File: src/aqs_pkg.sv
// Behaviour
// - In on-demand timing each distinct host command starts exactly one conversion.
// - In hardware-timed operation each sample is paced by a selectable internal or external sample clock.
// - In finite mode the device counts samples and stops by itself when the programmed count is reached.
// - In pair-transfer mode samples move two at a time and a final odd sample is not transferred.
// - In continuous mode acquisition goes on with no limit until the host commands a stop.
// - A sample arriving while the FIFO is full overwrites old data and raises an overflow error.
// - Buffered acquisition moves data from the FIFO to host memory in DMA block transfers.
// - In hardware-timed single point the device flags lateness when software misses a sample clock tick.
// - The controller offers a start trigger, a reference trigger and a pause trigger.
// - Each trigger is selectable from a digital source or an analog comparison source.
// - While the pause trigger is active the internal sample clock is held, resuming when it goes inactive.
// - The pause trigger is a level with programmable polarity, never an edge.
package aqs_pkg;
  localparam int unsigned DATA_W = 16;
  localparam int unsigned CNT_W = 24;
  localparam int unsigned FIFO_AW = 4;
  localparam int unsigned DIV_W = 16;
  localparam int unsigned BLOCK_LEN = 8;
  localparam logic [CNT_W-1:0] CNT_RST = 24'h000000;
  localparam logic [DIV_W-1:0] DIV_RST = 16'h0000;
  localparam logic [FIFO_AW:0] LVL_RST = 5'h00;

  typedef enum logic [1:0] {AQS_ON_DEMAND, AQS_FINITE, AQS_CONTINUOUS, AQS_HW_SINGLE_POINT} aqs_mode_t;
  typedef enum {AQS_IDLE, AQS_ARMED, AQS_RUN, AQS_POST} aqs_state_t;

  typedef struct packed {
    aqs_mode_t mode;
    logic ext_clk_sel;
    logic pair_xfer;
    logic start_trig_en;
    logic start_trig_analog;
    logic ref_trig_en;
    logic ref_trig_analog;
    logic pause_en;
    logic pause_analog;
    logic pause_active_high;
  } aqs_cfg_t;

  typedef struct packed {
    logic overflow;
    logic late;
    logic busy;
    logic done;
  } aqs_status_t;
endpackage

File: src/aqs_fifo.sv
`timescale 1ns/100ps
// Overwriting FIFO: a write when full drops the oldest word
module aqs_fifo
(
  // Clock and reset
  input wire logic clk_in,
  input wire logic nrst_sync_in,
  // Write side
  input wire logic wr_in,
  input wire logic [aqs_pkg::DATA_W-1:0] wdata_in,
  // Read side
  input wire logic rd_in,
  output logic [aqs_pkg::DATA_W-1:0] rdata_out,
  // Status
  output logic [aqs_pkg::FIFO_AW:0] level_out,
  output logic ovf_out
);
  import aqs_pkg::*;
  localparam logic [FIFO_AW:0] FULL = 5'h10;
  logic [DATA_W-1:0] mem [0:(1<<FIFO_AW)-1];
  logic [FIFO_AW-1:0] wp;
  logic [FIFO_AW-1:0] rp;
  logic full;
  logic do_rd;

  assign full = (level_out == FULL);
  assign do_rd = rd_in && (level_out != LVL_RST);
  assign rdata_out = mem[rp];
  assign ovf_out = wr_in && full && !do_rd;

  always_ff @(posedge clk_in) begin
    if (wr_in) begin
      mem[wp] <= wdata_in;
    end
  end

  always_ff @(posedge clk_in or negedge nrst_sync_in) begin
    if (!nrst_sync_in) begin
      wp <= '0;
      rp <= '0;
      level_out <= LVL_RST;
    end else begin
      if (wr_in) begin
        wp <= wp + 1'b1;
      end
      if (do_rd || (wr_in && full)) begin
        rp <= rp + 1'b1;
      end
      if (wr_in && !full && !do_rd) begin
        level_out <= level_out + 1'b1;
      end else if (do_rd && !wr_in) begin
        level_out <= level_out - 1'b1;
      end
    end
  end
endmodule

File: src/aqs_sequencer.sv
`timescale 1ns/100ps
module aqs_sequencer
(
  // Clock and reset
  input wire logic clk_in,
  input wire logic nrst_in,
  // Configuration
  input wire aqs_pkg::aqs_cfg_t cfg_in,
  input wire logic [aqs_pkg::CNT_W-1:0] sample_count_in,
  input wire logic [aqs_pkg::DIV_W-1:0] clk_div_in,
  // Host commands, one-cycle pulses
  input wire logic go_in,
  input wire logic stop_in,
  input wire logic convert_cmd_in,
  input wire logic single_point_read_in,
  input wire logic ovf_clear_in,
  input wire logic late_clear_in,
  // Pins from outside
  input wire logic ext_sample_clk_in,
  input wire logic dig_start_in,
  input wire logic dig_ref_in,
  input wire logic dig_pause_in,
  input wire logic analog_cmp_in,
  // Converter front end
  output logic conv_start_out,
  input wire logic conv_done_in,
  input wire logic [aqs_pkg::DATA_W-1:0] conv_data_in,
  // DMA block path
  output logic dma_valid_out,
  output logic [2*aqs_pkg::DATA_W-1:0] dma_data_out,
  output logic dma_last_out,
  input wire logic dma_ready_in,
  // Status
  output aqs_pkg::aqs_status_t status_out
);
  import aqs_pkg::*;
  ////////////////////////////////////////////////////////////
  logic rst_s1, rst_n;
  always_ff @(posedge clk_in or negedge nrst_in) begin
    if (!nrst_in) begin
      rst_s1 <= 1'b0;
      rst_n <= 1'b0;
    end else begin
      rst_s1 <= 1'b1;
      rst_n <= rst_s1;
    end
  end

  // Two-stage synchronisers for all pin inputs
  logic [4:0] pin_s1, pin_s2, pin_d;
  always_ff @(posedge clk_in or negedge rst_n) begin
    if (!rst_n) begin
      pin_s1 <= '0;
      pin_s2 <= '0;
      pin_d <= '0;
    end else begin
      pin_s1 <= {ext_sample_clk_in, dig_start_in, dig_ref_in, dig_pause_in, analog_cmp_in};
      pin_s2 <= pin_s1;
      pin_d <= pin_s2;
    end
  end

  logic ext_clk_rise, start_lvl, start_rise, ref_lvl, ref_rise, pause_src, paused;
  assign ext_clk_rise = pin_s2[4] && !pin_d[4];
  assign start_lvl = cfg_in.start_trig_analog ? pin_s2[0] : pin_s2[3];
  assign start_rise = start_lvl && !(cfg_in.start_trig_analog ? pin_d[0] : pin_d[3]);
  assign ref_lvl = cfg_in.ref_trig_analog ? pin_s2[0] : pin_s2[2];
  assign ref_rise = ref_lvl && !(cfg_in.ref_trig_analog ? pin_d[0] : pin_d[2]);
  assign pause_src = cfg_in.pause_analog ? pin_s2[0] : pin_s2[1];
  // Level compare only, so a held pause never slips a tick
  assign paused = cfg_in.pause_en && (pause_src == cfg_in.pause_active_high);

  ////////////////////////////////////////////////////////////
  aqs_state_t state;
  logic [CNT_W-1:0] remain;
  logic [DIV_W-1:0] div_cnt;
  logic int_tick, tick, running, timed, finite_end;

  assign timed = (cfg_in.mode != AQS_ON_DEMAND);
  assign running = (state == AQS_RUN) || (state == AQS_POST);
  // Internal divider held while paused
  always_ff @(posedge clk_in or negedge rst_n) begin
    if (!rst_n) begin
      div_cnt <= DIV_RST;
    end else if (!running || paused) begin
      div_cnt <= div_cnt;
    end else if (div_cnt >= clk_div_in) begin
      div_cnt <= DIV_RST;
    end else begin
      div_cnt <= div_cnt + 1'b1;
    end
  end
  assign int_tick = running && !paused && (div_cnt >= clk_div_in);
  assign tick = timed && running && !paused && (cfg_in.ext_clk_sel ? ext_clk_rise : int_tick);

  logic finite_like;
  assign finite_like = (cfg_in.mode == AQS_FINITE);
  assign finite_end = finite_like && running && tick && (remain == CNT_W'(1));

  always_ff @(posedge clk_in or negedge rst_n) begin
    if (!rst_n) begin
      state <= AQS_IDLE;
      remain <= CNT_RST;
    end else begin
      case (state)
        AQS_IDLE: begin
          if (go_in && timed) begin
            remain <= sample_count_in;
            state <= cfg_in.start_trig_en ? AQS_ARMED : AQS_RUN;
          end
        end
        AQS_ARMED: begin
          if (stop_in) begin
            state <= AQS_IDLE;
          end else if (start_rise) begin
            state <= AQS_RUN;
          end
        end
        AQS_RUN: begin
          if (stop_in) begin
            state <= AQS_IDLE;
          end else if (finite_like && cfg_in.ref_trig_en && ref_rise) begin
            state <= AQS_POST;
          end else if (finite_end) begin
            state <= AQS_IDLE;
          end else if (tick && finite_like && !cfg_in.ref_trig_en) begin
            remain <= remain - 1'b1;
          end
        end
        AQS_POST: begin
          // Post-trigger samples counted down from the programmed count
          if (stop_in || finite_end) begin
            state <= AQS_IDLE;
          end else if (tick) begin
            remain <= remain - 1'b1;
          end
        end
        default: state <= AQS_IDLE;
      endcase
    end
  end

  ////////////////////////////////////////////////////////////
  // One conversion per command or per tick
  always_ff @(posedge clk_in or negedge rst_n) begin
    if (!rst_n) begin
      conv_start_out <= 1'b0;
    end else begin
      conv_start_out <= (cfg_in.mode == AQS_ON_DEMAND) ? convert_cmd_in : tick;
    end
  end

  // Single-point lateness: tick while previous sample unread
  logic pending, late_set;
  assign late_set = (cfg_in.mode == AQS_HW_SINGLE_POINT) && tick && pending && !single_point_read_in;
  always_ff @(posedge clk_in or negedge rst_n) begin
    if (!rst_n) begin
      pending <= 1'b0;
    end else if (tick && cfg_in.mode == AQS_HW_SINGLE_POINT) begin
      pending <= 1'b1;
    end else if (single_point_read_in || !running) begin
      pending <= 1'b0;
    end
  end

  ////////////////////////////////////////////////////////////
  logic fifo_wr, fifo_rd, fifo_ovf;
  logic [DATA_W-1:0] fifo_q;
  logic [FIFO_AW:0] fifo_lvl;
  assign fifo_wr = conv_done_in && (cfg_in.mode == AQS_FINITE || cfg_in.mode == AQS_CONTINUOUS);

  aqs_fifo u_fifo (
    .clk_in(clk_in),
    .nrst_sync_in(rst_n),
    .wr_in(fifo_wr),
    .wdata_in(conv_data_in),
    .rd_in(fifo_rd),
    .rdata_out(fifo_q),
    .level_out(fifo_lvl),
    .ovf_out(fifo_ovf)
  );

  // Packer: pair mode needs two words; lone last word is left behind
  logic half, pair_mode, have_word, beat;
  logic [DATA_W-1:0] low_word;
  logic [3:0] beat_cnt;
  assign pair_mode = cfg_in.pair_xfer;
  assign have_word = (fifo_lvl != LVL_RST);
  assign fifo_rd = have_word && (!dma_valid_out || dma_ready_in) && (pair_mode || !half);
  assign beat = fifo_rd && (!pair_mode || half);

  always_ff @(posedge clk_in or negedge rst_n) begin
    if (!rst_n) begin
      half <= 1'b0;
      low_word <= '0;
      dma_valid_out <= 1'b0;
      dma_data_out <= '0;
      dma_last_out <= 1'b0;
      beat_cnt <= 4'h0;
    end else begin
      if (fifo_rd && pair_mode && !half) begin
        low_word <= fifo_q;
        half <= 1'b1;
      end else if (beat) begin
        half <= 1'b0;
      end else if (!pair_mode || (state == AQS_IDLE && go_in)) begin
        // Leftover dropped at next start or when pair mode is off: late words still arrive after idle
        half <= 1'b0;
      end
      if (beat) begin
        dma_valid_out <= 1'b1;
        dma_data_out <= pair_mode ? {fifo_q, low_word} : {{DATA_W{1'b0}}, fifo_q};
        dma_last_out <= (beat_cnt == 4'(BLOCK_LEN - 1));
        beat_cnt <= (beat_cnt == 4'(BLOCK_LEN - 1)) ? 4'h0 : beat_cnt + 1'b1;
      end else if (dma_ready_in) begin
        dma_valid_out <= 1'b0;
        dma_last_out <= 1'b0;
      end
    end
  end

  ////////////////////////////////////////////////////////////
  // Sticky overflow, late and done flags, set wins over clear; busy follows state
  always_ff @(posedge clk_in or negedge rst_n) begin
    if (!rst_n) begin
      status_out <= '0;
    end else begin
      status_out.overflow <= fifo_ovf || (status_out.overflow && !ovf_clear_in);
      status_out.late <= late_set || (status_out.late && !late_clear_in);
      status_out.busy <= running || (state == AQS_ARMED);
      status_out.done <= finite_end || (status_out.done && !go_in);
    end
  end

  ////////////////////////////////////////////////////////////
  property p_ovf_sticky;
    @(posedge clk_in) disable iff (!rst_n) fifo_ovf |=> status_out.overflow;
  endproperty
  a_ovf_sticky: assert property (p_ovf_sticky) else $error("overflow not flagged");

  property p_ovf_hold;
    @(posedge clk_in) disable iff (!rst_n) status_out.overflow && !ovf_clear_in |=> status_out.overflow;
  endproperty
  a_ovf_hold: assert property (p_ovf_hold) else $error("overflow dropped without clear");

  property p_on_demand;
    @(posedge clk_in) disable iff (!rst_n)
      cfg_in.mode == AQS_ON_DEMAND && $stable(cfg_in) |=> conv_start_out == $past(convert_cmd_in);
  endproperty
  a_on_demand: assert property (p_on_demand) else $error("conversion not one per command");

  property p_pause_hold;
    @(posedge clk_in) disable iff (!rst_n) timed && paused |=> !conv_start_out;
  endproperty
  a_pause_hold: assert property (p_pause_hold) else $error("tick while paused");

  property p_finite_stop;
    @(posedge clk_in) disable iff (!rst_n) finite_end && !stop_in |=> state == AQS_IDLE ##1 !conv_start_out;
  endproperty
  a_finite_stop: assert property (p_finite_stop) else $error("finite run did not stop");

  property p_reload;
    @(posedge clk_in) disable iff (!rst_n) state == AQS_IDLE && go_in && timed |=> remain == $past(sample_count_in);
  endproperty
  a_reload: assert property (p_reload) else $error("count not reloaded");

  property p_late;
    @(posedge clk_in) disable iff (!rst_n) late_set |=> status_out.late;
  endproperty
  a_late: assert property (p_late) else $error("lateness not flagged");

  property p_cont_runs;
    @(posedge clk_in) disable iff (!rst_n)
      state == AQS_RUN && cfg_in.mode == AQS_CONTINUOUS && !stop_in && $stable(cfg_in) |=> state == AQS_RUN;
  endproperty
  a_cont_runs: assert property (p_cont_runs) else $error("continuous run ended without stop");

  property p_start_trig;
    @(posedge clk_in) disable iff (!rst_n) state == AQS_ARMED && start_rise && !stop_in |=> state == AQS_RUN;
  endproperty
  a_start_trig: assert property (p_start_trig) else $error("start trigger missed");

  c_finite_done: cover property (@(posedge clk_in) disable iff (!rst_n) finite_end);
  c_overflow: cover property (@(posedge clk_in) disable iff (!rst_n) fifo_ovf);
  c_paused_run: cover property (@(posedge clk_in) disable iff (!rst_n) running && paused);
  c_dma_last: cover property (@(posedge clk_in) disable iff (!rst_n) dma_valid_out && dma_last_out);
endmodule
File: config.mk
export PLATFORM = sky130hd
export DESIGN_NAME = aqs_sequencer
export DESIGN_NICKNAME = d
export VERILOG_FILES = /design/src/aqs_pkg.sv /design/src/aqs_fifo.sv /design/src/aqs_sequencer.sv
export SDC_FILE = /design/constraint.sdc
export NUM_CORES = 1
export LEC_CHECK = 0
export BUFFER_PORTS_ARGS = -buffer_cell sky130_fd_sc_hd__buf_2
export CELL_PAD_IN_SITES_DETAIL_PLACEMENT = 0
export CELL_PAD_IN_SITES_GLOBAL_PLACEMENT = 2
export CORE_AREA = 2 2 187 189
export CTS_CLUSTER_SIZE = 12
export DETAILED_ROUTE_END_ITERATION = 6
export DIE_AREA = 0 0 189 191
export PLACE_DENSITY_LB_ADDON = 0.1
export REMOVE_ABC_BUFFERS = 1
export SYNTH_ARGS = -nofsm -noshare
export SYNTH_HDL_FRONTEND = slang
export SYNTH_SLANG_ARGS = --single-unit
File: constraint.sdc
create_clock -name clk_in -period 9.3 [get_ports clk_in]
set_input_delay 1.395 -clock clk_in [delete_from_list [all_inputs] [get_ports clk_in]]
set_output_delay 1.395 -clock clk_in [all_outputs]
set_load 0.01 [all_outputs]
==> reports/metrics.cfg <==
[outcome]
status = finished, final reports clean

[timing]
finalCritPeriodShare_pct = 37.13
period_needed_ps = 3453
rsz0062_at_grt = false
fin_ws_ps = 5847
hold-worst-slack_ps = 348.9
maxSlewViolCount = 0
hold_violations = 0
skew_ps = 40.58
slew-limit-headroom_pct = 24.26
setup_violations = 0
max_freq_mhz = 289.6
worstMarginPinSlew_ps = 1136
fin_setup_tns_ps = 0

[place]
hpwlAfterDp_um = 21570
place_congestion = 0.7428
port_buffers = 120
dp_slack_ps = 5300

[finish]
fill_cells = 2801
layout-drive-gt1-share_pct = 26.58
final_common_cell = edfxtp_1
syn_to_final_growth_pct = 15.22
nNetsFinal = 1268
mostFrequentLayoutCells = 256 x edfxtp_1, 128 x dfrtp_1, 120 x buf_2

[cts]
clkTransAtPathRegs_ps = 60
cts_buffers = 42
cts_tree = built
cts_buffer_depth = 3
cts.repair.resized = 0
cts.sinks = 388
cts_root_buffer = clkbuf_16
hold_buffers = 0
clk_latency_ps = 560
postCtsSetupBuffers = 0
htree_num_levels = 2

[detailed_routing]
wl_per_cell_um = 21.70
drt_iter0_markers = 695
via_per_inst = 5.514
drcViolationCount = 0
vias = 9054
ant_nets = 0
wirelength_um = 35630
dr.pass1.iters = 4

[worst_hold_path]
min-delay-start = pin_s1[2]
hold-path-cell-count = 0
hold_class = register to register
hold_end = pin_s2[2]

[floorplanning]
core_area_um2 = 34120
die_h_um = 191
initial_core_util_pct = 47.58
fp.dieW_um = 189
io_pins = 121
fp-row-count = 68
die-area_um2 = 36100

[synthesis]
netlist_area_um2 = 16230
yosysWarnings = 0
synthCells = 1017
yosysSeqAreaShare_pct = 67.71
ys.flop_type = edfxtp_1
async_flop_share_pct = 34.02
synth.distinct_cells = 67
ys_ff_latch = 388
synth_edf_count = 256
syn_area_per_cell_um2 = 15.96

[power_and_ir_drop]
vdd.ir_drop.worst_uv = 191.7
finalPower_mw = 5.464
power.switching_mw = 1.688
p_leak_nw = 7.054
clkPwrFrac_pct = 28.9
pwr-share-comb_pct = 26.8
sw_frac_of_total_pct = 30.89
powerDensity_nw_per_um2 = 292.2
p_int_mw = 3.776
share_seq_of_total_power_pct = 44.3

[critical_path]
r2r_start = u_fifo.level_out[0]
cpMaxStageDelayCell = o21a_1
start_kind = input port
r2r_end = u_fifo.level_out[4]
critPathKind = input port to register
r2r_slack_ps = 5910
critical-path-max-stage-delay_ps = 530
cp-end-kind = register
path_max_fanout = 14
crit_path_cell_trace = buf_2 > inv_1 > ha_1 > nor2b_1 > o211a_1 > o311ai_0 > and4b_1 > o21a_1 > o21ai_0 > a211oi_1
critical_path_arrival_ps = 3880
cp.required_ps = 9730
worstRegToRegCells = 10

[grt]
grt_pass1_vias = 9234
grt_usage_pct = 20.23
antenna_found_initial = 2
grt_pass1_wl_um = 55080
grt_max_degree = 69
grt_overflow_total = 0

[job]
cap_violations = 0

-- flip-flops by register name (all words and copies together) (netlist names) --
name              flops
rst_n                 1
dma_valid_out         1
dma_last_out          1
u_fifo.wp             4
conv_start_out        1
u_fifo.mem          256
pin_s2                5
pin_s1                5
div_cnt              16
status_out            4
dma_data_out         32
low_word             16
pending               1
beat_cnt              4
u_fifo.rp             4
rst_s1                1
u_fifo.level_out      5
remain               24
pin_d                 4
half                  1
state                 2
-- kinds of logic (layout without fill, tap and decap cells) --
kind of cell | Yosys count | count (layout) | share of synthesized area, %
other | 1 | 3 | 0.02310
xor gates and xnor gates | 19 | 19 | 1.025
DFF | 388 | 388 | 67.71
buffers and inverters | 77 | 245 | 1.819
AOI/OAI and AO/OA | 149 | 149 | 5.920
muxes | 121 | 121 | 13.80
and+or+nand+nor | 230 | 230 | 7.192
adders and majority gates | 32 | 32 | 2.513
-- stage by stage --
step	instance area (um2)	util [%]	cells
finish	18700	54.82	1642
global route	18700	54.80	1640
CTS	18700	54.80	1640
detailed placement	17370	50.91	1565
global placement	17370	50.91	1565
floorplan	16060	-	973
-- critical path: cells and delay by family --
| kind | cells | cell delay (ps) |
|---|---|---|
| fa+ha+maj | 1 | 290 |
| buf+inv | 2 | 120 |
| simple gates | 2 | 530 |
| compound gates | 5 | 1550 |
-- layer usage --
metal	up-vias	wire length (um)	part of all wire (%)	global-route usage, %
met1	4623	16350	46	28.16
met5	-	11	0.031	0
met3	43	1443	4.0	3.286
met4	2	544	1.5	4.627
li1	4204	-	-	-
met2	182	17290	49	33.76
-- worst max path at each step --
| stage | slack, ps | startpoint | to |
|---|---|---|---|
| global placement | 5380 | clk_div_in[1] | remain[13] |
| finish | 5850 | clk_div_in[1] | remain[13] |
| detailed placement | 5300 | clk_div_in[1] | remain[13] |
| CTS | 5870 | clk_div_in[1] | remain[13] |
| global route | 5540 | u_fifo.level_out[1] | u_fifo.level_out[4] |
| floorplan | 5160 | u_fifo.rp[0] | low_word[0] |
-- layout make-up --
class / instances / area (um2) / share of cell area, %
diodes: 2 / 5.005 / 0.02676
clock buffers: 66 / 1221 / 6.530
multi-input cells: 552 / 4949 / 26.46
inverters: 33 / 123.9 / 0.6623
flip-flops and latches: 388 / 11000 / 58.82
repair buffers: 137 / 728.2 / 3.894
well taps: 455 / 569.3 / 3.044
clock inverters: 9 / 105.1 / 0.5620
-- synth_stat cells, types with 5 or more instances --
library cell  instances  area share, %
nor3_1               13           0.40
nor2_1               40           0.92
and2_1               18           0.69
nor2b_1               7           0.27
dfrtp_1             132             20
mux2i_1              19            1.2
xnor2_1              11           0.59
edfxtp_1            256             47
o21ai_0              51            1.6
o311ai_0              5           0.27
ha_1                 31            2.4
buf_1                 8           0.19
inv_1                33           0.76
or3_1                 7           0.27
a22o_1               16           0.86
a211oi_1              5           0.23
xor2_1                8           0.43
mux2_2               22            1.5
a21oi_1              30           0.92
clkbuf_1             31           0.72
nor4_1                6           0.23
nand2b_1              5           0.19
mux4_2               80             11
nand3_1              15           0.46
nand2_1              78            1.8
and3_1                9           0.35
buf_2                 5           0.15
o22ai_1               5           0.19
-- power by group through the flow --
stage | Combinational (mW) | Clock, mW | Sequential (mW)
floorplan | 0.979 | 0 | 2.48
global route | 1.61 | 1.69 | 2.47
CTS | 1.49 | 1.62 | 2.43
detailed placement | 1.48 | 0 | 2.46
global placement | 1.47 | 0 | 2.46
finish | 1.46 | 1.58 | 2.42
Power figures use the tool's default switching activity.
